### src/shared/osc_trim_pkg.sv
package osc_trim_pkg;
  // register addresses
  localparam logic [31:0] ADDR_SYS_STATUS = 32'h5000_0014;
  localparam logic [31:0] ADDR_TRIM_TIMING = 32'h5000_0016;
  localparam logic [31:0] ADDR_SLOW_OSC = 32'h5000_0020;
  localparam logic [31:0] ADDR_FAST_OSC = 32'h5000_0022;
  localparam logic [31:0] ADDR_LP_OSC = 32'h5000_0024;
  localparam logic [31:0] ADDR_REF_TRIM = 32'h5000_0028;
  localparam logic [31:0] ADDR_ANA_STATUS = 32'h5000_002A;
  localparam logic [31:0] ADDR_FREQ_TRIM = 32'h5000_0030;
  localparam logic [31:0] ADDR_XTAL_CTRL = 32'h5000_0032;

  // reset values and writable bit masks
  localparam logic [15:0] TRIM_TIMING_RST = 16'h00A2;
  localparam logic [15:0] TRIM_TIMING_MASK = 16'h00FF;
  localparam logic [15:0] SLOW_OSC_RST = 16'h07AE;
  localparam logic [15:0] SLOW_OSC_MASK = 16'h1FFF;
  localparam logic [15:0] FAST_OSC_RST = 16'h00A0;
  localparam logic [15:0] FAST_OSC_MASK = 16'h03FF;
  localparam logic [15:0] LP_OSC_RST = 16'h05B0;
  localparam logic [15:0] LP_OSC_MASK = 16'h1FFF;
  localparam logic [15:0] REF_TRIM_RST = 16'h0000;
  localparam logic [15:0] REF_TRIM_MASK = 16'h7FFF;
  localparam logic [15:0] FREQ_TRIM_RST = 16'h0000;
  localparam logic [15:0] XTAL_CTRL_RST = 16'h0000;
  localparam logic [15:0] XTAL_CTRL_MASK = 16'h0001;
  localparam logic [9:0] ANA_STATUS_RST = 10'h090;
  localparam logic [9:0] ANA_STATUS_MASK = 10'h2F7;

  // field positions
  localparam int TRIM_TIME_LSB = 4;
  localparam int SETTLE_TIME_LSB = 0;
  localparam int SLOW_AMPREG_BIT = 12;
  localparam int SLOW_RC_TRIM_LSB = 8;
  localparam int SLOW_RC_EN_BIT = 7;
  localparam int SLOW_CUR_LSB = 3;
  localparam int SLOW_RBIAS_LSB = 1;
  localparam int SLOW_XTAL_EN_BIT = 0;
  localparam int FAST_FILT_BIT = 9;
  localparam int FAST_HOLD_BIT = 8;
  localparam int FAST_CUR_LSB = 5;
  localparam int FAST_RC_TRIM_LSB = 1;
  localparam int FAST_RC_EN_BIT = 0;
  localparam int LP_SEL_BIT = 12;
  localparam int LP_EN_BIT = 11;
  localparam int LP_TUNE_LSB = 4;
  localparam int LP_TRIM_LSB = 0;
  localparam int REF_TEST_BIT = 14;
  localparam int REF_RET_LSB = 10;
  localparam int REF_BIAS_LSB = 5;
  localparam int REF_VOLT_LSB = 0;
  localparam int XTAL_EN_BIT = 0;
  localparam int STAT_SETTLED_BIT = 7;
  localparam int STAT_READY_BIT = 6;

  // step timebase
  localparam int STEP_NS = 250000;
  localparam int CLK_PERIOD_NS = 4;
  localparam int STEP_CYCLES = STEP_NS / CLK_PERIOD_NS;

  // crystal sequencing states
  typedef enum logic [3:0] {
    ST_IDLE = 4'b0001,
    ST_TRIM = 4'b0010,
    ST_SETTLE = 4'b0100,
    ST_DONE = 4'b1000
  } xtal_state_e;
endpackage

### src/rtl/osc_trim_ctrl.sv
// Functional notes
// - after crystal enable, wait trim-delay steps then load stored trim; zero loads at once
// - after trim applied, wait settle-delay steps then flag settled; zero flags at once
// - nonzero code n waits between n-1 and n steps of 250 us
// - low-power select picks RC at 0, RCX at 1; resets to 0
// - slow RC enable in bit 7, resets set
// - slow crystal enable in bit 0, resets cleared
// - fast RC enable in bit 0, resets cleared
// - RCX enable in bit 11, resets cleared, independent of select
// - slow RC trim 4 bits, low to high frequency, default 0x7
// - fast RC trim 4 bits, low to high frequency, resets zero
// - RCX trim 4 bits in low nibble
// - fast crystal bias current 3 bits, resets 0x5
// - slow crystal bias current 4 bits, resets 0x5
// - slow crystal bias resistor 2 bits, max at 0, resets 0x3
// - status shows boost mode bit 9 and reference good bit 7, read-only
// - status shows battery, regulator, converter and low rail flags, read-only
// - fast crystal noise filter enable in bit 9, resets cleared
// - reference register holds 5-bit bias and voltage trims, reset zero
// - settled flag is read-only bit 7 of system status, resets 0
// - trim-ready bit 6 shows applied trim equals stored, resets 1
//
// The implementer's own choice: the strobed register port.
`timescale 1ns/1ps
module osc_trim_ctrl import osc_trim_pkg::*; #(
  parameter int STEP_LEN = STEP_CYCLES
) (
  input wire logic sys_clk, // system clock
  input wire logic rst_n, // async reset, active low
  input wire logic [31:0] addr, // register address
  input wire logic [15:0] wdata, // write data
  input wire logic wr_en, // write strobe
  input wire logic rd_en, // read strobe
  output logic [15:0] rdata, // read data, cycle after rd_en
  input wire logic [9:0] ana_status_in, // raw analogue flags
  output logic fast_crystal_enable, // fast crystal on
  output logic [15:0] applied_trim, // trim driven to crystal
  output logic fast_crystal_settled, // crystal settled
  output logic fast_crystal_trim_ready, // applied equals stored
  output logic slow_rc_enable, // slow rc on
  output logic [3:0] slow_rc_trim, // slow rc trim
  output logic slow_crystal_enable, // slow crystal on
  output logic slow_crystal_ampreg_off, // amplitude regulation off
  output logic [3:0] slow_crystal_bias_current, // slow crystal bias
  output logic [1:0] slow_crystal_bias_resistor, // slow crystal resistor
  output logic fast_rc_enable, // fast rc on
  output logic [3:0] fast_rc_trim, // fast rc trim
  output logic fast_crystal_noise_filter, // noise filter on
  output logic fast_crystal_bias_hold, // bias sample/hold on
  output logic [2:0] fast_crystal_bias_current, // fast crystal bias
  output logic low_power_osc_select, // 0 slow rc, 1 rcx
  output logic low_power_osc_enable, // rcx on
  output logic [3:0] low_power_osc_trim, // rcx trim
  output logic [6:0] low_power_osc_tune, // rcx low-f, bias, temp
  output logic reference_core_off_test, // reference core off
  output logic [4:0] reference_bias_trim, // reference bias trim
  output logic [4:0] reference_voltage_trim, // reference voltage trim
  output logic [3:0] retention_trim // retention regulator trim
);
  logic [15:0] trim_timing_r;
  logic [15:0] slow_osc_r;
  logic [15:0] fast_osc_r;
  logic [15:0] lp_osc_r;
  logic [15:0] ref_trim_r;
  logic [15:0] freq_trim_r;
  logic [15:0] xtal_ctrl_r;
  logic [15:0] applied_r;
  logic [15:0] rdata_r;
  logic [9:0] ana_meta_r;
  logic [9:0] ana_s2_r;
  logic [9:0] ana_s3_r;
  logic [9:0] ana_stat_r;
  logic [3:0] cnt_r;
  logic settled_r;
  logic ready_r;
  logic xtal_en;
  logic step_tick;
  logic apply;
  xtal_state_e state_r;

  // address match for a register
  function automatic logic hit(input logic [31:0] a, input logic [31:0] off);
    hit = (a == off);
  endfunction

  // masked register update
  function automatic logic [15:0] upd(input logic [15:0] old, input logic [15:0] d,
                                      input logic [15:0] m);
    upd = (old & ~m) | (d & m);
  endfunction

  step_timebase #(.STEP_LEN(STEP_LEN)) u_step (
    .sys_clk(sys_clk),
    .rst_n(rst_n),
    .tick(step_tick)
  );

  // software writes to the control registers
  always_ff @(posedge sys_clk or negedge rst_n) begin
    if (!rst_n) begin
      trim_timing_r <= TRIM_TIMING_RST;
      slow_osc_r <= SLOW_OSC_RST;
      fast_osc_r <= FAST_OSC_RST;
      lp_osc_r <= LP_OSC_RST;
      ref_trim_r <= REF_TRIM_RST;
      freq_trim_r <= FREQ_TRIM_RST;
      xtal_ctrl_r <= XTAL_CTRL_RST;
    end else if (wr_en) begin
      if (hit(addr, ADDR_TRIM_TIMING)) begin
        trim_timing_r <= upd(trim_timing_r, wdata, TRIM_TIMING_MASK);
      end
      if (hit(addr, ADDR_SLOW_OSC)) begin
        slow_osc_r <= upd(slow_osc_r, wdata, SLOW_OSC_MASK);
      end
      if (hit(addr, ADDR_FAST_OSC)) begin
        fast_osc_r <= upd(fast_osc_r, wdata, FAST_OSC_MASK);
      end
      if (hit(addr, ADDR_LP_OSC)) begin
        lp_osc_r <= upd(lp_osc_r, wdata, LP_OSC_MASK);
      end
      if (hit(addr, ADDR_REF_TRIM)) begin
        ref_trim_r <= upd(ref_trim_r, wdata, REF_TRIM_MASK);
      end
      if (hit(addr, ADDR_FREQ_TRIM)) begin
        freq_trim_r <= wdata;
      end
      if (hit(addr, ADDR_XTAL_CTRL)) begin
        xtal_ctrl_r <= upd(xtal_ctrl_r, wdata, XTAL_CTRL_MASK);
      end
    end
  end

  // analogue flags: three stages, accept once stages two and three agree
  always_ff @(posedge sys_clk or negedge rst_n) begin
    if (!rst_n) begin
      ana_meta_r <= ANA_STATUS_RST;
      ana_s2_r <= ANA_STATUS_RST;
      ana_s3_r <= ANA_STATUS_RST;
      ana_stat_r <= ANA_STATUS_RST;
    end else begin
      ana_meta_r <= ana_status_in;
      ana_s2_r <= ana_meta_r;
      ana_s3_r <= ana_s2_r;
      for (int i = 0; i < 10; i++) begin
        if (ana_s2_r[i] == ana_s3_r[i]) begin
          ana_stat_r[i] <= ana_s3_r[i];
        end
      end
    end
  end

  assign xtal_en = xtal_ctrl_r[XTAL_EN_BIT];
  // load the stored trim when the trim wait has run out
  assign apply = (state_r == ST_TRIM) && xtal_en && (cnt_r == 4'h0);

  // trim-then-settle sequencer, counting step ticks, the first of which may come at any phase
  always_ff @(posedge sys_clk or negedge rst_n) begin
    if (!rst_n) begin
      state_r <= ST_IDLE;
      cnt_r <= 4'h0;
    end else begin
      case (state_r)
        ST_IDLE: begin
          if (xtal_en) begin
            state_r <= ST_TRIM;
            cnt_r <= trim_timing_r[TRIM_TIME_LSB +: 4];
          end
        end
        ST_TRIM: begin
          if (!xtal_en) begin
            state_r <= ST_IDLE;
            cnt_r <= 4'h0;
          end else if (cnt_r == 4'h0) begin
            state_r <= ST_SETTLE;
            cnt_r <= trim_timing_r[SETTLE_TIME_LSB +: 4];
          end else if (step_tick) begin
            cnt_r <= cnt_r - 4'h1;
          end
        end
        ST_SETTLE: begin
          if (!xtal_en) begin
            state_r <= ST_IDLE;
            cnt_r <= 4'h0;
          end else if (cnt_r == 4'h0) begin
            state_r <= ST_DONE;
          end else if (step_tick) begin
            cnt_r <= cnt_r - 4'h1;
          end
        end
        ST_DONE: begin
          if (!xtal_en) begin
            state_r <= ST_IDLE;
          end
        end
        default: begin
          state_r <= ST_IDLE;
          cnt_r <= 4'h0;
        end
      endcase
    end
  end

  // applied trim and settled flag
  always_ff @(posedge sys_clk or negedge rst_n) begin
    if (!rst_n) begin
      applied_r <= FREQ_TRIM_RST;
      settled_r <= 1'b0;
    end else begin
      if (apply) begin
        applied_r <= freq_trim_r;
      end
      if (!xtal_en) begin
        settled_r <= 1'b0;
      end else if (state_r == ST_SETTLE && cnt_r == 4'h0) begin
        settled_r <= 1'b1;
      end
    end
  end

  // trim-ready compares applied with stored trim
  always_ff @(posedge sys_clk or negedge rst_n) begin
    if (!rst_n) begin
      ready_r <= 1'b1;
    end else begin
      ready_r <= (applied_r == freq_trim_r);
    end
  end

  // read data, valid the cycle after the strobe only
  always_ff @(posedge sys_clk or negedge rst_n) begin
    if (!rst_n) begin
      rdata_r <= 16'h0000;
    end else if (rd_en) begin
      case (1'b1)
        hit(addr, ADDR_SYS_STATUS): begin
          rdata_r <= 16'h0000;
          rdata_r[STAT_SETTLED_BIT] <= settled_r;
          rdata_r[STAT_READY_BIT] <= ready_r;
        end
        hit(addr, ADDR_TRIM_TIMING): rdata_r <= trim_timing_r;
        hit(addr, ADDR_SLOW_OSC): rdata_r <= slow_osc_r;
        hit(addr, ADDR_FAST_OSC): rdata_r <= fast_osc_r;
        hit(addr, ADDR_LP_OSC): rdata_r <= lp_osc_r;
        hit(addr, ADDR_REF_TRIM): rdata_r <= ref_trim_r;
        hit(addr, ADDR_ANA_STATUS): rdata_r <= {6'h00, ana_stat_r & ANA_STATUS_MASK};
        hit(addr, ADDR_FREQ_TRIM): rdata_r <= freq_trim_r;
        hit(addr, ADDR_XTAL_CTRL): rdata_r <= xtal_ctrl_r;
        default: rdata_r <= 16'h0000;
      endcase
    end else begin
      rdata_r <= 16'h0000;
    end
  end

  assign rdata = rdata_r;
  assign fast_crystal_enable = xtal_en;
  assign applied_trim = applied_r;
  assign fast_crystal_settled = settled_r;
  assign fast_crystal_trim_ready = ready_r;

  // slow oscillator fields
  assign slow_crystal_ampreg_off = slow_osc_r[SLOW_AMPREG_BIT];
  assign slow_rc_trim = slow_osc_r[SLOW_RC_TRIM_LSB +: 4];
  assign slow_rc_enable = slow_osc_r[SLOW_RC_EN_BIT];
  assign slow_crystal_bias_current = slow_osc_r[SLOW_CUR_LSB +: 4];
  assign slow_crystal_bias_resistor = slow_osc_r[SLOW_RBIAS_LSB +: 2];
  assign slow_crystal_enable = slow_osc_r[SLOW_XTAL_EN_BIT];

  // fast oscillator fields
  assign fast_crystal_noise_filter = fast_osc_r[FAST_FILT_BIT];
  assign fast_crystal_bias_hold = fast_osc_r[FAST_HOLD_BIT];
  assign fast_crystal_bias_current = fast_osc_r[FAST_CUR_LSB +: 3];
  assign fast_rc_trim = fast_osc_r[FAST_RC_TRIM_LSB +: 4];
  assign fast_rc_enable = fast_osc_r[FAST_RC_EN_BIT];

  // low-power oscillator fields; enable does not depend on select
  assign low_power_osc_select = lp_osc_r[LP_SEL_BIT];
  assign low_power_osc_enable = lp_osc_r[LP_EN_BIT];
  assign low_power_osc_tune = lp_osc_r[LP_TUNE_LSB +: 7];
  assign low_power_osc_trim = lp_osc_r[LP_TRIM_LSB +: 4];

  // reference fields
  assign reference_core_off_test = ref_trim_r[REF_TEST_BIT];
  assign retention_trim = ref_trim_r[REF_RET_LSB +: 4];
  assign reference_bias_trim = ref_trim_r[REF_BIAS_LSB +: 5];
  assign reference_voltage_trim = ref_trim_r[REF_VOLT_LSB +: 5];

  // checks on the sequencer and register paths
  property p_trim_load;
    @(posedge sys_clk) disable iff (!rst_n)
    apply |=> state_r == ST_SETTLE && applied_r == $past(freq_trim_r);
  endproperty
  a_trim_load: assert property (p_trim_load) else $error("trim not loaded");

  property p_settle_flag;
    @(posedge sys_clk) disable iff (!rst_n)
    (state_r == ST_SETTLE && cnt_r == 4'h0 && xtal_en) |=> settled_r;
  endproperty
  a_settle_flag: assert property (p_settle_flag) else $error("settled late");

  property p_step_count;
    @(posedge sys_clk) disable iff (!rst_n)
    (state_r == ST_TRIM && xtal_en && cnt_r != 4'h0 && step_tick)
      |=> cnt_r == $past(cnt_r) - 4'h1;
  endproperty
  a_step_count: assert property (p_step_count) else $error("step missed");

  property p_step_hold;
    @(posedge sys_clk) disable iff (!rst_n)
    (state_r == ST_SETTLE && xtal_en && cnt_r != 4'h0 && !step_tick)
      |=> state_r == ST_SETTLE && $stable(cnt_r);
  endproperty
  a_step_hold: assert property (p_step_hold) else $error("count moved");

  property p_disable;
    @(posedge sys_clk) disable iff (!rst_n)
    !xtal_en |=> !settled_r && state_r == ST_IDLE;
  endproperty
  a_disable: assert property (p_disable) else $error("not restarted");

  property p_settled_src;
    @(posedge sys_clk) disable iff (!rst_n)
    $rose(settled_r) |-> $past(state_r) == ST_SETTLE;
  endproperty
  a_settled_src: assert property (p_settled_src) else $error("bad settled");

  property p_ready;
    @(posedge sys_clk) disable iff (!rst_n)
    1'b1 |=> ready_r == ($past(applied_r) == $past(freq_trim_r));
  endproperty
  a_ready: assert property (p_ready) else $error("ready wrong");

  property p_select_wr;
    @(posedge sys_clk) disable iff (!rst_n)
    (wr_en && hit(addr, ADDR_LP_OSC)) |=> low_power_osc_select == $past(wdata[LP_SEL_BIT]);
  endproperty
  a_select_wr: assert property (p_select_wr) else $error("select lost");

  property p_ana_read;
    @(posedge sys_clk) disable iff (!rst_n)
    (rd_en && hit(addr, ADDR_ANA_STATUS))
      |=> rdata == {6'h00, $past(ana_stat_r) & ANA_STATUS_MASK};
  endproperty
  a_ana_read: assert property (p_ana_read) else $error("status read");

  c_settled: cover property (@(posedge sys_clk) disable iff (!rst_n) $rose(settled_r));
  c_apply: cover property (@(posedge sys_clk) disable iff (!rst_n) apply);
  c_abort: cover property (@(posedge sys_clk) disable iff (!rst_n)
    state_r == ST_SETTLE && !xtal_en);
endmodule

### src/rtl/step_timebase.sv
`timescale 1ns/1ps
module step_timebase import osc_trim_pkg::*; #(
  parameter int STEP_LEN = STEP_CYCLES
) (
  input wire logic sys_clk, // system clock
  input wire logic rst_n, // async reset, active low
  output logic tick // one-cycle pulse per step
);
  localparam int CW = $clog2(STEP_LEN + 1);
  localparam logic [CW-1:0] LAST = CW'(STEP_LEN - 1);

  logic [CW-1:0] cnt_r;

  // free running, so a wait may start at any phase of the step
  always_ff @(posedge sys_clk or negedge rst_n) begin
    if (!rst_n) begin
      cnt_r <= '0;
    end else if (cnt_r == LAST) begin
      cnt_r <= '0;
    end else begin
      cnt_r <= cnt_r + 1'b1;
    end
  end

  // pulse on the last count of each step
  assign tick = (cnt_r == LAST);
endmodule

### config.mk
export PLATFORM = sky130hd
export DESIGN_NAME = osc_trim_ctrl
export DESIGN_NICKNAME = d
export VERILOG_FILES = /design/src/shared/osc_trim_pkg.sv /design/src/rtl/osc_trim_ctrl.sv /design/src/rtl/step_timebase.sv
export SDC_FILE = /design/constraint.sdc
export NUM_CORES = 1
export LEC_CHECK = 0
export BUFFER_PORTS_ARGS = -buffer_cell sky130_fd_sc_hd__buf_4
export CELL_PAD_IN_SITES_DETAIL_PLACEMENT = 1
export CELL_PAD_IN_SITES_GLOBAL_PLACEMENT = 1
export CORE_MARGIN = 2
export CORE_UTILIZATION = 43
export CTS_CLUSTER_SIZE = 16
export DETAILED_ROUTE_END_ITERATION = 8
export PLACE_DENSITY_LB_ADDON = 0.1
export SYNTH_ARGS = -nofsm -noshare
export SYNTH_HDL_FRONTEND = slang
export SYNTH_SLANG_ARGS = --single-unit
### constraint.sdc
create_clock -name sys_clk -period 2.6 [get_ports sys_clk]
set_clock_uncertainty 0.15 [all_clocks]
set_input_delay 0.13 -clock sys_clk [delete_from_list [all_inputs] [get_ports sys_clk]]
set_output_delay 0.13 -clock sys_clk [all_outputs]
set_load 0.02 [all_outputs]
==> Implementation_results.wiki, run 1 <==
{| class="wikitable"
! Metric !! Value
|-
| Run status || finished clean
|-
| Total of fill cells in the finished design || about 1800
|-
| Largest fanout of any net on the critical path || 4
|-
| Data arrival, critical path || 2.66 ns
|-
| Cell at the root of the clock tree || sky130_fd_sc_hd__clkbuf_16
|-
| DR vias/cell || 5.703
|-
| Register cell area after layout || 4189 sq um
|-
| Area of the mapped netlist || between 7000 and 8000 sq um
|-
| Via count of the first global-routing pass || approximately 6500
|-
| GRT Overall Usage || between 20% and 30%
|-
| Cell type of the slowest stage on the worst timing path || sky130_fd_sc_hd__or4b_2
|-
| Portion of the clock cycle consumed by the worst path in the final layout || 94.75%
|-
| Routed wirelength normalized by instance count || ~21 um
|-
| Gp weighted congestion || 0.8501
|-
| Hold Slack || 0.06377 ns
|-
| Register area share after synthesis || 55.01%
|-
| Post-route worst setup slack || 0.1366 ns
|-
| Final-report max-slew violation count || 0
|-
| Number of enable flip-flop cells after synthesis || 0
|-
| Yosys synthesis warning count || 0
|-
| Area enclosed by the die boundary || between 15000 and 20000 sq um
|-
| Number of vias in the routed layout || 6159
|-
| IO Count || between 100 and 150
|-
| Multi-input combinational cell area || between 3000 and 4000 sq um
|-
| Number of buffers created by CTS || 17
|-
| Number of buffers between clock root and the deepest sink || 2
|-
| Primary flip-flop cell chosen by synthesis mapping || sky130_fd_sc_hd__dfrtp_1
|-
| Final hold violation count || 0
|-
| Worst vdd ir || 0.5090 mV
|-
| Unique masters post-synth || between 60 and 70
|-
| Data required, critical path || 2.80 ns
|-
| Ranking of synthesized cells by instance count || 138 x sky130_fd_sc_hd__dfrtp_1, 85 x sky130_fd_sc_hd__mux2_2, 83 x sky130_fd_sc_hd__nand2_1
|-
| Cell Count, Final, Fillers Out || 1080
|-
| Leading cell type by number of instances after synthesis || sky130_fd_sc_hd__dfrtp_1
|-
| Drt first pass iters || 5
|-
| CTS H-Tree Depth || 4
|-
| Post-route ant nets || 0
|-
| Cell Chain, Critical Path || or4b_2 -> nor4_2 -> buf_4 -> nor4b_1 -> a221oi_1 -> o2bb2ai_1
|-
| Least-Margin Pin Slew || 0.7307 ns
|-
| Core Util, Final || a little under three fifths
|-
| Die span in y || 137.1 um
|-
| Fmax || 405.9 MHz
|-
| Cell count after synthesis || between 600 and 700
|-
| Core box area || about 17000 sq um
|-
| Sum of overflow across all layers after global routing || 0
|-
| DRC violation count after routing || 0
|-
| Critical path endpoint category || register
|-
| Clock slew at the register clock pins of the worst setup and hold paths || 0.06 ns
|-
| Proportion of netlist area held by the largest area contributor || 45.35%
|-
| Top Family by Delay on Critical Path || simple AND/OR/NAND/NOR gates
|-
| Kind of critical path || register to register
|-
| Tmin final || roughly 2.5 ns
|-
| Number of max-cap violations || 0
|-
| Flops & latches, synth || ~170
|-
| First-pass GRT wire length || 35.99 mm
|-
| Worst path buffer plus inverter count || 1
|-
| # diodes || 0
|-
| Clock network latency to the later pin of the worst-skew pair || roughly 0.43 ns
|-
| Syn_area_per_cell || 11.59 sq um
|-
| Cell taking the most area after synthesis || sky130_fd_sc_hd__dfrtp_1
|-
| Number of failing setup endpoints in the final timing report || 0
|-
| Port buffer count || 145
|-
| DIE WIDTH || 137.1 um
|-
| Std-Cell Rows || 48
|-
| Ys async rst share || 100.0%
|-
| Relative area change from synthesis to final layout || 30.61%
|-
| Starting DRC count in detailed routing || 358
|-
| Effective utilization at floorplan || 44.02%
|-
| Share of post-route cells with drive strength above 1 || around 40%
|-
| Static power due to leakage || 4.664 nW
|-
| Total number of clock tree sinks || 166
|-
| Hold WC Path Type || primary input to register
|-
| RSZ-0062 raised after global routing || no
|-
| Startpoint Class || register
|-
| Setup total negative slack || 0 ns
|-
| Number of antenna violations at the first check in global routing || 0
|-
| Total wirelength of the detailed-routed design || 23.09 mm
|-
| Biggest cell delay along the critical path || 0.69 ns
|-
| Mapped Nets || 721
|-
| Total placed cells including tap cells || 1022
|-
| HPWL after DPL || around 17 mm
|-
| Pin count of the biggest net entering global routing || 65
|-
| Power per unit of standard cell area || 547.3 nW/um^2
|-
| CTS tree || built
|-
| Worst slack after detailed placement || 0.08459 ns
|-
| Max_slew headroom || between 50% and 60%
|-
| Cells taking the most area after synthesis || sky130_fd_sc_hd__dfrtp_1 45%, sky130_fd_sc_hd__mux2_2 13%, sky130_fd_sc_hd__dfstp_2 9.7%
|-
| Final nets || between 900 and 1000
|}
kinds of logic after synthesis:
family	share of synthesized area, %
AO/OA/AOI/OAI	8.692
XOR/XNOR	3.335
adder cells (fa/ha/maj)	1.380
buffers and inverters	2.843
flip-flops	55.01
multiplexers	13.38
AND/OR/NAND/NOR	15.36
worst paths after layout:
kind / depth (start not counted) / slack [ns] / startpoint / end
setup / recovery: 6 / 0.14 / u_step.cnt_r[4]$_DFF_PN0_ / cnt_r[0]$_DFFE_PN0P_
hold / removal: 3 / 0.06 / addr[3] / rdata[14]$_DFF_PN0_
setup reg to reg: 6 / 0.14 / u_step.cnt_r[4]$_DFF_PN0_ / cnt_r[0]$_DFFE_PN0P_
hold reg to reg: 0 / 0.20 / ana_meta_r[1]$_DFF_PN0_ / ana_s2_r[1]$_DFF_PN0_
max in group asynchronous: 3 / 1.45 / rst_n / slow_osc_r[10]$_DFFE_PN1P_
min in group asynchronous: 2 / 0.12 / rst_n / u_step.cnt_r[15]$_DFF_PN0_
timing repair:
action	4_1_cts	5_1_grt
endpoints found under the setup margin	0	3
hold endpoints to repair	153	0
hold buffers	26	0
resized for setup	0	3
buffers inserted	0	0
routing by layer:
layer  part of all wire [%]  GRT usage, %  vias up
li1                       -             -     2745
met1                     44         35.32     3182
met2                     49         40.99      209
met3                    5.0         4.185       23
met4                    1.7         8.935        0
met5                      0             0        -
power by group:
| part | internal [mW] | leakage [nW] | switching (mW) | total [mW] |
|---|---|---|---|---|
| sequential | 2.62 | 2.15 | 0.0158 | 2.64 |
| combinational | 0.131 | 2.24 | 0.158 | 0.289 |
| clock | 1.46 | 0.279 | 1.05 | 2.52 |
layout by cell type, fill, tap and decap left out, types with 4 or more instances in the layout:
cell / instances
sky130_fd_sc_hd__nand3b_1: 6
sky130_fd_sc_hd__dlygate4sd3_1: 26
sky130_fd_sc_hd__nor4b_1: 5
sky130_fd_sc_hd__maj3_1: 8
sky130_fd_sc_hd__o2111a_1: 5
sky130_fd_sc_hd__xor2_1: 6
sky130_fd_sc_hd__or3_1: 6
sky130_fd_sc_hd__or4_1: 4
sky130_fd_sc_hd__clkbuf_16: 17
sky130_fd_sc_hd__nand2b_1: 4
sky130_fd_sc_hd__and3_1: 10
sky130_fd_sc_hd__nor3_1: 10
sky130_fd_sc_hd__nand2_1: 83
sky130_fd_sc_hd__nor2b_1: 8
sky130_fd_sc_hd__nand4_1: 11
sky130_fd_sc_hd__mux2_2: 85
sky130_fd_sc_hd__a21oi_1: 31
sky130_fd_sc_hd__a221oi_1: 4
sky130_fd_sc_hd__nor4_1: 7
sky130_fd_sc_hd__clkinvlp_4: 4
sky130_fd_sc_hd__dfstp_2: 28
sky130_fd_sc_hd__clkinv_2: 4
sky130_fd_sc_hd__buf_4: 173
sky130_fd_sc_hd__a31oi_1: 7
sky130_fd_sc_hd__nor3b_1: 4
sky130_fd_sc_hd__o21ai_0: 14
sky130_fd_sc_hd__a22oi_1: 14
sky130_fd_sc_hd__and4_1: 4
sky130_fd_sc_hd__inv_1: 8
sky130_fd_sc_hd__a2bb2oi_1: 4
sky130_fd_sc_hd__xnor2_1: 23
sky130_fd_sc_hd__dfrtp_1: 138
sky130_fd_sc_hd__nor2_1: 23
sky130_fd_sc_hd__nand3_1: 12
sky130_fd_sc_hd__mux2i_1: 5
layout make-up:
| class | instances | area share [%] |
|---|---|---|
| Clock buffer | 20 | 4.592 |
| Clock inverter | 12 | 1.283 |
| Tap cell | 225 | 2.831 |
| Multi-Input combinational cell | 446 | 32.48 |
| Timing Repair Buffer | 203 | 16.39 |
| Sequential cell | 166 | 42.12 |
| Inverter | 8 | 0.3019 |
sequential cells by signal, summed over array words and instances, names as in the netlist:
signal	flops
state_r	4
rdata	16
fast_crystal_trim_ready	1
u_step.cnt_r	16
cnt_r	4
applied_trim	16
ana_stat_r	8
fast_crystal_settled	1
trim_timing_r	8
ana_s3_r	8
slow_osc_r	13
ana_s2_r	8
xtal_ctrl_r	1
fast_osc_r	10
ref_trim_r	15
freq_trim_r	16
lp_osc_r	13
ana_meta_r	8
worst min-delay path: stages:
cell                       delay [ns]
sky130_fd_sc_hd__buf_4           0.25
sky130_fd_sc_hd__nand4_1         0.12
sky130_fd_sc_hd__a21boi_0        0.08
stage by stage:
stage          area [sq um]  power [mW]
2_1_floorplan          7615       2.757
3_3_place_gp           9085       2.933
3_5_place_dp           9085       2.942
4_1_cts                9930       5.493
5_1_grt                9946       5.618
6_report               9946       5.443
Note: power is estimated with default switching activity, not from simulation.
==> inputs of run 2 (changes only) <==
--- a/config.mk
+++ b/config.mk
@@ -12,7 +12,7 @@
 export CORE_UTILIZATION = 43
 export CTS_CLUSTER_SIZE = 16
 export DETAILED_ROUTE_END_ITERATION = 8
-export PLACE_DENSITY_LB_ADDON = 0.1
+export PLACE_DENSITY_LB_ADDON = 0.08
 export SYNTH_ARGS = -nofsm -noshare
 export SYNTH_HDL_FRONTEND = slang
 export SYNTH_SLANG_ARGS = --single-unit
==> Implementation_results.wiki, run 2 (same netlist as run 1, synthesis figures left out) <==
{| class="wikitable"
! Metric !! Value
|-
| Run status || finished clean (unchanged)
|-
| RSZ-0062 raised after global routing || no (unchanged)
|-
| Std-Cell Rows || 48 (unchanged)
|-
| Max_slew headroom || 50.69% (was 50.91%)
|-
| Setup total negative slack || 0 ns (unchanged)
|-
| Die span in y || 137.1 um (unchanged)
|-
| Hold WC Path Type || primary input to register (unchanged)
|-
| Hold depth || 5 (was 3)
|-
| Critical R2R Launch || cnt_r[0]$_DFFE_PN0P_ (was u_step.cnt_r[4]$_DFF_PN0_)
|-
| Startpoint Class || register (unchanged)
|-
| Total number of clock tree sinks || 166 (unchanged)
|-
| IO Count || 148 (unchanged)
|-
| DR vias/cell || 5.587 (was 5.703)
|-
| Number of buffers created by CTS || 17 (unchanged)
|-
| Pin count of the biggest net entering global routing || 75 (was 65)
|-
| DRC violation count after routing || 0 (unchanged)
|-
| Multi-input combinational cell area || 3221 sq um (was 3231 sq um)
|-
| Port buffer count || 145 (unchanged)
|-
| Total placed cells including tap cells || 1019 (was 1022)
|-
| Cell Chain, Critical Path || inv_1 -> ha_1 -> or3b_2 -> a21oi_1 -> or4_1 -> o21ai_0 -> a221o_1 (was or4b_2 -> nor4_2 -> buf_4 -> nor4b_1 -> a221oi_1 -> o2bb2ai_1)
|-
| Cell at the root of the clock tree || sky130_fd_sc_hd__clkbuf_16 (unchanged)
|-
| Total wirelength of the detailed-routed design || 22.58 mm (was 23.09 mm)
|-
| CTS tree || built (unchanged)
|-
| Register cell area after layout || 4189 sq um (unchanged)
|-
| Gp weighted congestion || 0.9107 (was 0.8501)
|-
| Final hold violation count || 0 (unchanged)
|-
| Relative area change from synthesis to final layout || 31.07% (was 30.61%)
|-
| Cell type of the slowest stage on the worst timing path || sky130_fd_sc_hd__or3b_2 (was sky130_fd_sc_hd__or4b_2)
|-
| Data required, critical path || 2.75 ns (was 2.80 ns)
|-
| Effective utilization at floorplan || 44.02% (unchanged)
|-
| Most common library cell in the layout ignoring fill and taps || sky130_fd_sc_hd__buf_4 (unchanged)
|-
| DIE WIDTH || 137.1 um (unchanged)
|-
| Biggest cell delay along the critical path || 0.53 ns (was 0.69 ns)
|-
| Number of vias in the routed layout || 6012 (was 6159)
|-
| First-pass GRT wire length || 35.70 mm (was 35.99 mm)
|-
| Portion of the clock cycle consumed by the worst path in the final layout || 95.36% (was 94.75%)
|-
| Number of max-cap violations || 0 (unchanged)
|-
| Power per unit of standard cell area || 571.0 nW/um^2 (was 547.3 nW/um^2)
|-
| Drt first pass iters || 4 (was 5)
|-
| Post-route worst setup slack || 0.1206 ns (was 0.1366 ns)
|-
| Worst r2r path cells || 7 (was 6)
|-
| Share of post-route cells with drive strength above 1 || 39.37% (was 39.77%)
|-
| Endpoint of the worst-slack reg-to-reg timing path || cnt_r[1]$_DFFE_PN0P_ (was cnt_r[0]$_DFFE_PN0P_)
|-
| # diodes || 0 (unchanged)
|-
| Fmax || 403.3 MHz (was 405.9 MHz)
|-
| Critical path endpoint category || register (unchanged)
|-
| Total of fill cells in the finished design || 1815 (was 1840)
|-
| Routed wirelength normalized by instance count || 20.99 um (was 21.38 um)
|-
| Clock slew at the register clock pins of the worst setup and hold paths || 0.06 ns (about the same)
|-
| Final nets || 903 (was 906)
|-
| Tmin final || 2.479 ns (was 2.463 ns)
|-
| Core box area || 17300 sq um (unchanged)
|-
| GRT Overall Usage || 25.24% (was 25.59%)
|-
| Register-to-register setup slack || 0.12 ns (was 0.14 ns)
|-
| Sum of overflow across all layers after global routing || 0 (unchanged)
|-
| Worst vdd ir || 0.5016 mV (was 0.5090 mV)
|-
| Number of buffers between clock root and the deepest sink || 2 (unchanged)
|-
| Top library cells by usage in the layout, fill and taps aside || 170 x sky130_fd_sc_hd__buf_4, 138 x sky130_fd_sc_hd__dfrtp_1, 85 x sky130_fd_sc_hd__mux2_2 (was 173 x sky130_fd_sc_hd__buf_4, 138 x sky130_fd_sc_hd__dfrtp_1, 85 x sky130_fd_sc_hd__mux2_2)
|-
| HPWL after DPL || 16.27 mm (was 16.57 mm)
|-
| Hold Startpoint || addr[7] (was addr[3])
|-
| Static power due to leakage || 4.689 nW (was 4.664 nW)
|-
| Number of antenna violations at the first check in global routing || 0 (unchanged)
|-
| Least-Margin Pin Slew || 0.7369 ns (was 0.7307 ns)
|-
| Hold Path End || rdata[6]$_DFF_PN0_ (was rdata[14]$_DFF_PN0_)
|-
| Clock network latency to the later pin of the worst-skew pair || 0.42 ns (was 0.43 ns)
|-
| Area enclosed by the die boundary || 18790 sq um (unchanged)
|-
| Final-report max-slew violation count || 0 (unchanged)
|-
| Post-route ant nets || 0 (unchanged)
|-
| CTS H-Tree Depth || 4 (unchanged)
|-
| Number of failing setup endpoints in the final timing report || 0 (unchanged)
|-
| Total Power Consumption || 5.699 mW (was 5.443 mW)
|-
| Via count of the first global-routing pass || 6398 (was 6483)
|-
| Starting DRC count in detailed routing || 281 (was 358)
|-
| Largest fanout of any net on the critical path || 5 (was 4)
|-
| Cell Count, Final, Fillers Out || 1076 (was 1080)
|-
| Core Util, Final || 57.70% (was 57.50%)
|-
| Data arrival, critical path || 2.63 ns (was 2.66 ns)
|-
| Post-CTS setup buffers || 0 (unchanged)
|-
| Worst slack after detailed placement || 0.1371 ns (was 0.08459 ns)
|-
| Kind of critical path || register to register (unchanged)
|}
## run 2: worst max path at each step
stage	startpoint	endpoint	slack, ns
detailed placement	addr[17]	trim_timing_r[3]$_DFFE_PN0P_	0.14
global route	cnt_r[0]$_DFFE_PN0P_	cnt_r[1]$_DFFE_PN0P_	0.02
global placement	addr[17]	xtal_ctrl_r[0]$_DFFE_PN0P_	0.17
CTS	u_step.cnt_r[4]$_DFF_PN0_	cnt_r[1]$_DFFE_PN0P_	0.08
finish	cnt_r[0]$_DFFE_PN0P_	cnt_r[1]$_DFFE_PN0P_	0.12
floorplan	u_step.cnt_r[6]$_DFF_PN0_	cnt_r[3]$_DFFE_PN0P_	0.34
## run 2: timing repair
| action | CTS | global route |
|---|---|---|
| hold buffers | 26 | 0 |
| resized for setup | 0 | 1 |
| endpoints found under the hold margin | 162 | 0 |
| setup endpoints to repair | 0 | 2 |
## run 2: critical path: cells and delay by family, from the launching register on
kind	cells	cell delay (ns)
simple gates	2	0.76
compound gates	3	0.76
flops	1	0.41
fa+ha+maj	1	0.20
buf+inv	1	0.08
## run 2: where the power goes
part	switching, mW	total, mW	internal [mW]
logic	0.155	0.285	0.129
registers	0.0163	2.64	2.62
clock network	1.02	2.78	1.75
total	1.20	5.70	4.50
## run 2: final cells by class
type	instances	area share (%)
tap	225	2.821
multi-input combinational	446	32.27
timing repair buffer	200	16.11
clock inverter	12	1.993
inverter	8	0.3009
clock buffer	19	4.538
sequential	166	41.97
## run 2: routing by layer
layer	vias to the layer above	GRT usage (%)	share of wire [%]
met5	-	0	0
met1	3114	34.34	44
li1	2732	-	-
met2	149	41.63	50
met3	17	3.667	4.7
met4	0	8.247	1.1
## run 2: metrics by stage
stage / area (sq um) / hold slack [ns]
detailed placement: 9062 / 0.05664
global placement: 9062 / 0.04969
CTS: 9975 / 0.04630
finish: 9981 / 0.06872
floorplan: 7615 / -0.3156
global route: 9981 / 0.09906
==> inputs of run 3 (changes only) <==
==> constraint.sdc (replaced) <==
create_clock -name sys_clk -period 2.8 [get_ports sys_clk]
set_clock_uncertainty 0.15 [all_clocks]
set_input_delay 0.14 -clock sys_clk [delete_from_list [all_inputs] [get_ports sys_clk]]
set_output_delay 0.14 -clock sys_clk [all_outputs]
set_load 0.01 [all_outputs]
==> Implementation_results.wiki, run 3 (same netlist as run 1, synthesis figures left out) <==
{| class="wikitable"
! Metric !! Value
|-
| Run status || finished clean (unchanged)
|-
| Power per unit of standard cell area || 505.8 nW/um^2 (was 571.0 nW/um^2)
|-
| Top library cells by usage in the layout, fill and taps aside || 168 x sky130_fd_sc_hd__buf_4, 138 x sky130_fd_sc_hd__dfrtp_1, 85 x sky130_fd_sc_hd__mux2_2 (was 170 x sky130_fd_sc_hd__buf_4, 138 x sky130_fd_sc_hd__dfrtp_1, 85 x sky130_fd_sc_hd__mux2_2)
|-
| Drt first pass iters || 5 (was 4)
|-
| Quantity of gates resized following cts || 0 (unchanged)
|-
| Critical R2R Launch || cnt_r[0]$_DFFE_PN0P_ (unchanged)
|-
| Number of failing setup endpoints in the final timing report || 0 (unchanged)
|-
| First-pass GRT wire length || 36.54 mm (was 35.70 mm)
|-
| Least-Margin Pin Slew || 0.7370 ns (was 0.7369 ns)
|-
| Routed wirelength normalized by instance count || 21.62 um (was 20.99 um)
|-
| DR vias/cell || 5.664 (was 5.587)
|-
| Tmin final || 2.537 ns (was 2.479 ns)
|-
| Data required, critical path || 2.96 ns (was 2.75 ns)
|-
| Number of buffers between clock root and the deepest sink || 2 (unchanged)
|-
| Setup total negative slack || 0 ns (unchanged)
|-
| Number of buffers created by CTS || 17 (unchanged)
|-
| RSZ-0062 raised after global routing || no (unchanged)
|-
| Number of antenna violations at the first check in global routing || 0 (unchanged)
|-
| Final-report max-slew violation count || 0 (unchanged)
|-
| DRC violation count after routing || 0 (unchanged)
|-
| CP Launch Point || cnt_r[0]$_DFFE_PN0P_ (unchanged)
|-
| Number of vias in the routed layout || 6077 (was 6012)
|-
| Worst path buffer plus inverter count || 1 (unchanged)
|-
| Gp weighted congestion || 0.8260 (was 0.9107)
|-
| Hold WC Path Type || primary input to async pin (was primary input to register)
|-
| Hold Slack || 0.06576 ns (was 0.06872 ns)
|-
| Post-route ant nets || 0 (unchanged)
|-
| Share of post-route cells with drive strength above 1 || 39.03% (was 39.37%)
|-
| Core box area || 17300 sq um (unchanged)
|-
| CTS H-Tree Depth || 4 (unchanged)
|-
| Core Util, Final || 56.84% (was 57.70%)
|-
| Area enclosed by the die boundary || 18790 sq um (unchanged)
|-
| Port buffer count || 145 (unchanged)
|-
| DIE WIDTH || 137.1 um (unchanged)
|-
| Largest fanout of any net on the critical path || 5 (unchanged)
|-
| Sum of overflow across all layers after global routing || 0 (unchanged)
|-
| Final hold violation count || 0 (unchanged)
|-
| Most common library cell in the layout ignoring fill and taps || sky130_fd_sc_hd__buf_4 (unchanged)
|-
| Max_slew headroom || 50.49% (was 50.69%)
|-
| Std-Cell Rows || 48 (unchanged)
|-
| Post-CTS setup buffers || 0 (unchanged)
|-
| Via count of the first global-routing pass || 6477 (was 6398)
|-
| Top Family by Delay on Critical Path || compound AO/OA/AOI/OAI gates (was simple AND/OR/NAND/NOR gates)
|-
| Total number of clock tree sinks || 166 (unchanged)
|-
| Startpoint Class || register (unchanged)
|-
| Effective utilization at floorplan || 44.02% (unchanged)
|-
| Relative area change from synthesis to final layout || 29.12% (was 31.07%)
|-
| Pin count of the biggest net entering global routing || 61 (was 75)
|-
| Biggest cell delay along the critical path || 0.53 ns (about the same)
|-
| Data arrival, critical path || 2.70 ns (was 2.63 ns)
|-
| Static power due to leakage || 4.612 nW (was 4.689 nW)
|-
| Cell Chain, Critical Path || inv_1 -> ha_1 -> or3b_2 -> a21oi_1 -> or4_1 -> o21ai_0 -> a221o_1 (unchanged)
|-
| Final nets || 899 (was 903)
|-
| Worst vdd ir || 0.4173 mV (was 0.5016 mV)
|-
| Die span in y || 137.1 um (unchanged)
|-
| CTS tree || built (unchanged)
|-
| Clock slew at the register clock pins of the worst setup and hold paths || 0.07 ns (was 0.06 ns)
|-
| Starting DRC count in detailed routing || 435 (was 281)
|-
| Cell type of the slowest stage on the worst timing path || sky130_fd_sc_hd__or3b_2 (unchanged)
|-
| Portion of the clock cycle consumed by the worst path in the final layout || 90.60% (was 95.36%)
|-
| Cell at the root of the clock tree || sky130_fd_sc_hd__clkbuf_16 (unchanged)
|-
| IO Count || 148 (unchanged)
|-
| HPWL after DPL || 16.57 mm (was 16.27 mm)
|-
| # diodes || 0 (unchanged)
|-
| Number of max-cap violations || 0 (unchanged)
|-
| Fmax || 394.2 MHz (was 403.3 MHz)
|-
| GRT Overall Usage || 25.88% (was 25.24%)
|-
| Total wirelength of the detailed-routed design || 23.20 mm (was 22.58 mm)
|-
| Clock network latency to the later pin of the worst-skew pair || 0.43 ns (was 0.42 ns)
|-
| Critical path endpoint category || register (unchanged)
|-
| Post-cts hold buffer count || 26 (unchanged)
|-
| Kind of critical path || register to register (unchanged)
|}
[run 3: worst paths after layout]
path | endpoint | slack, ns | cells after the start
worst min register to register | ana_s2_r[2]$_DFF_PN0_ | 0.20 | 0
worst max register to register | cnt_r[1]$_DFFE_PN0P_ | 0.26 | 7
worst min-delay path | u_step.cnt_r[4]$_DFF_PN0_ | 0.07 | 2
min in group sys_clk | rdata[8]$_DFF_PN0_ | 0.07 | 3
max in group asynchronous | trim_timing_r[1]$_DFFE_PN1P_ | 1.57 | 3
worst max-delay path | cnt_r[1]$_DFFE_PN0P_ | 0.26 | 7
[run 3: metrics by stage]
stage               power (mW)  instances  instance area, sq um  setup WS [ns]
floorplan                2.560        657                  7615         0.5449
global placement         2.716       1015                  9007         0.3482
detailed placement       2.727       1015                  9007         0.2029
CTS                      5.014       1073                  9832         0.2881
global route             5.137       1073                  9832         0.1713
finish                   4.973       1073                  9832         0.2631
[run 3: final cells by class]
cell class,count,area (sq um)
Fill cell,1850,7465
Clock inverter,15,138.9
Sequential cell,166,4189
Multi-Input combinational cell,446,3214
Clock buffer,17,425.4
Timing Repair Buffer,196,1553
Tap cell,225,281.5
Inverter,8,30.03
[run 3: metal layers]
metal  wire length, um  GRT usage, %  up-vias
met3              1136         5.370       24
li1                  -             -     2733
met2             11450         42.18      182
met1             10320         35.21     3138
met4               288         6.987        0
met5                 0             0        -
[run 3: where the power goes]
part | internal [mW] | switching, mW
clock | 1.17 | 1.09
sequential | 2.43 | 0.0140
combinational | 0.117 | 0.147
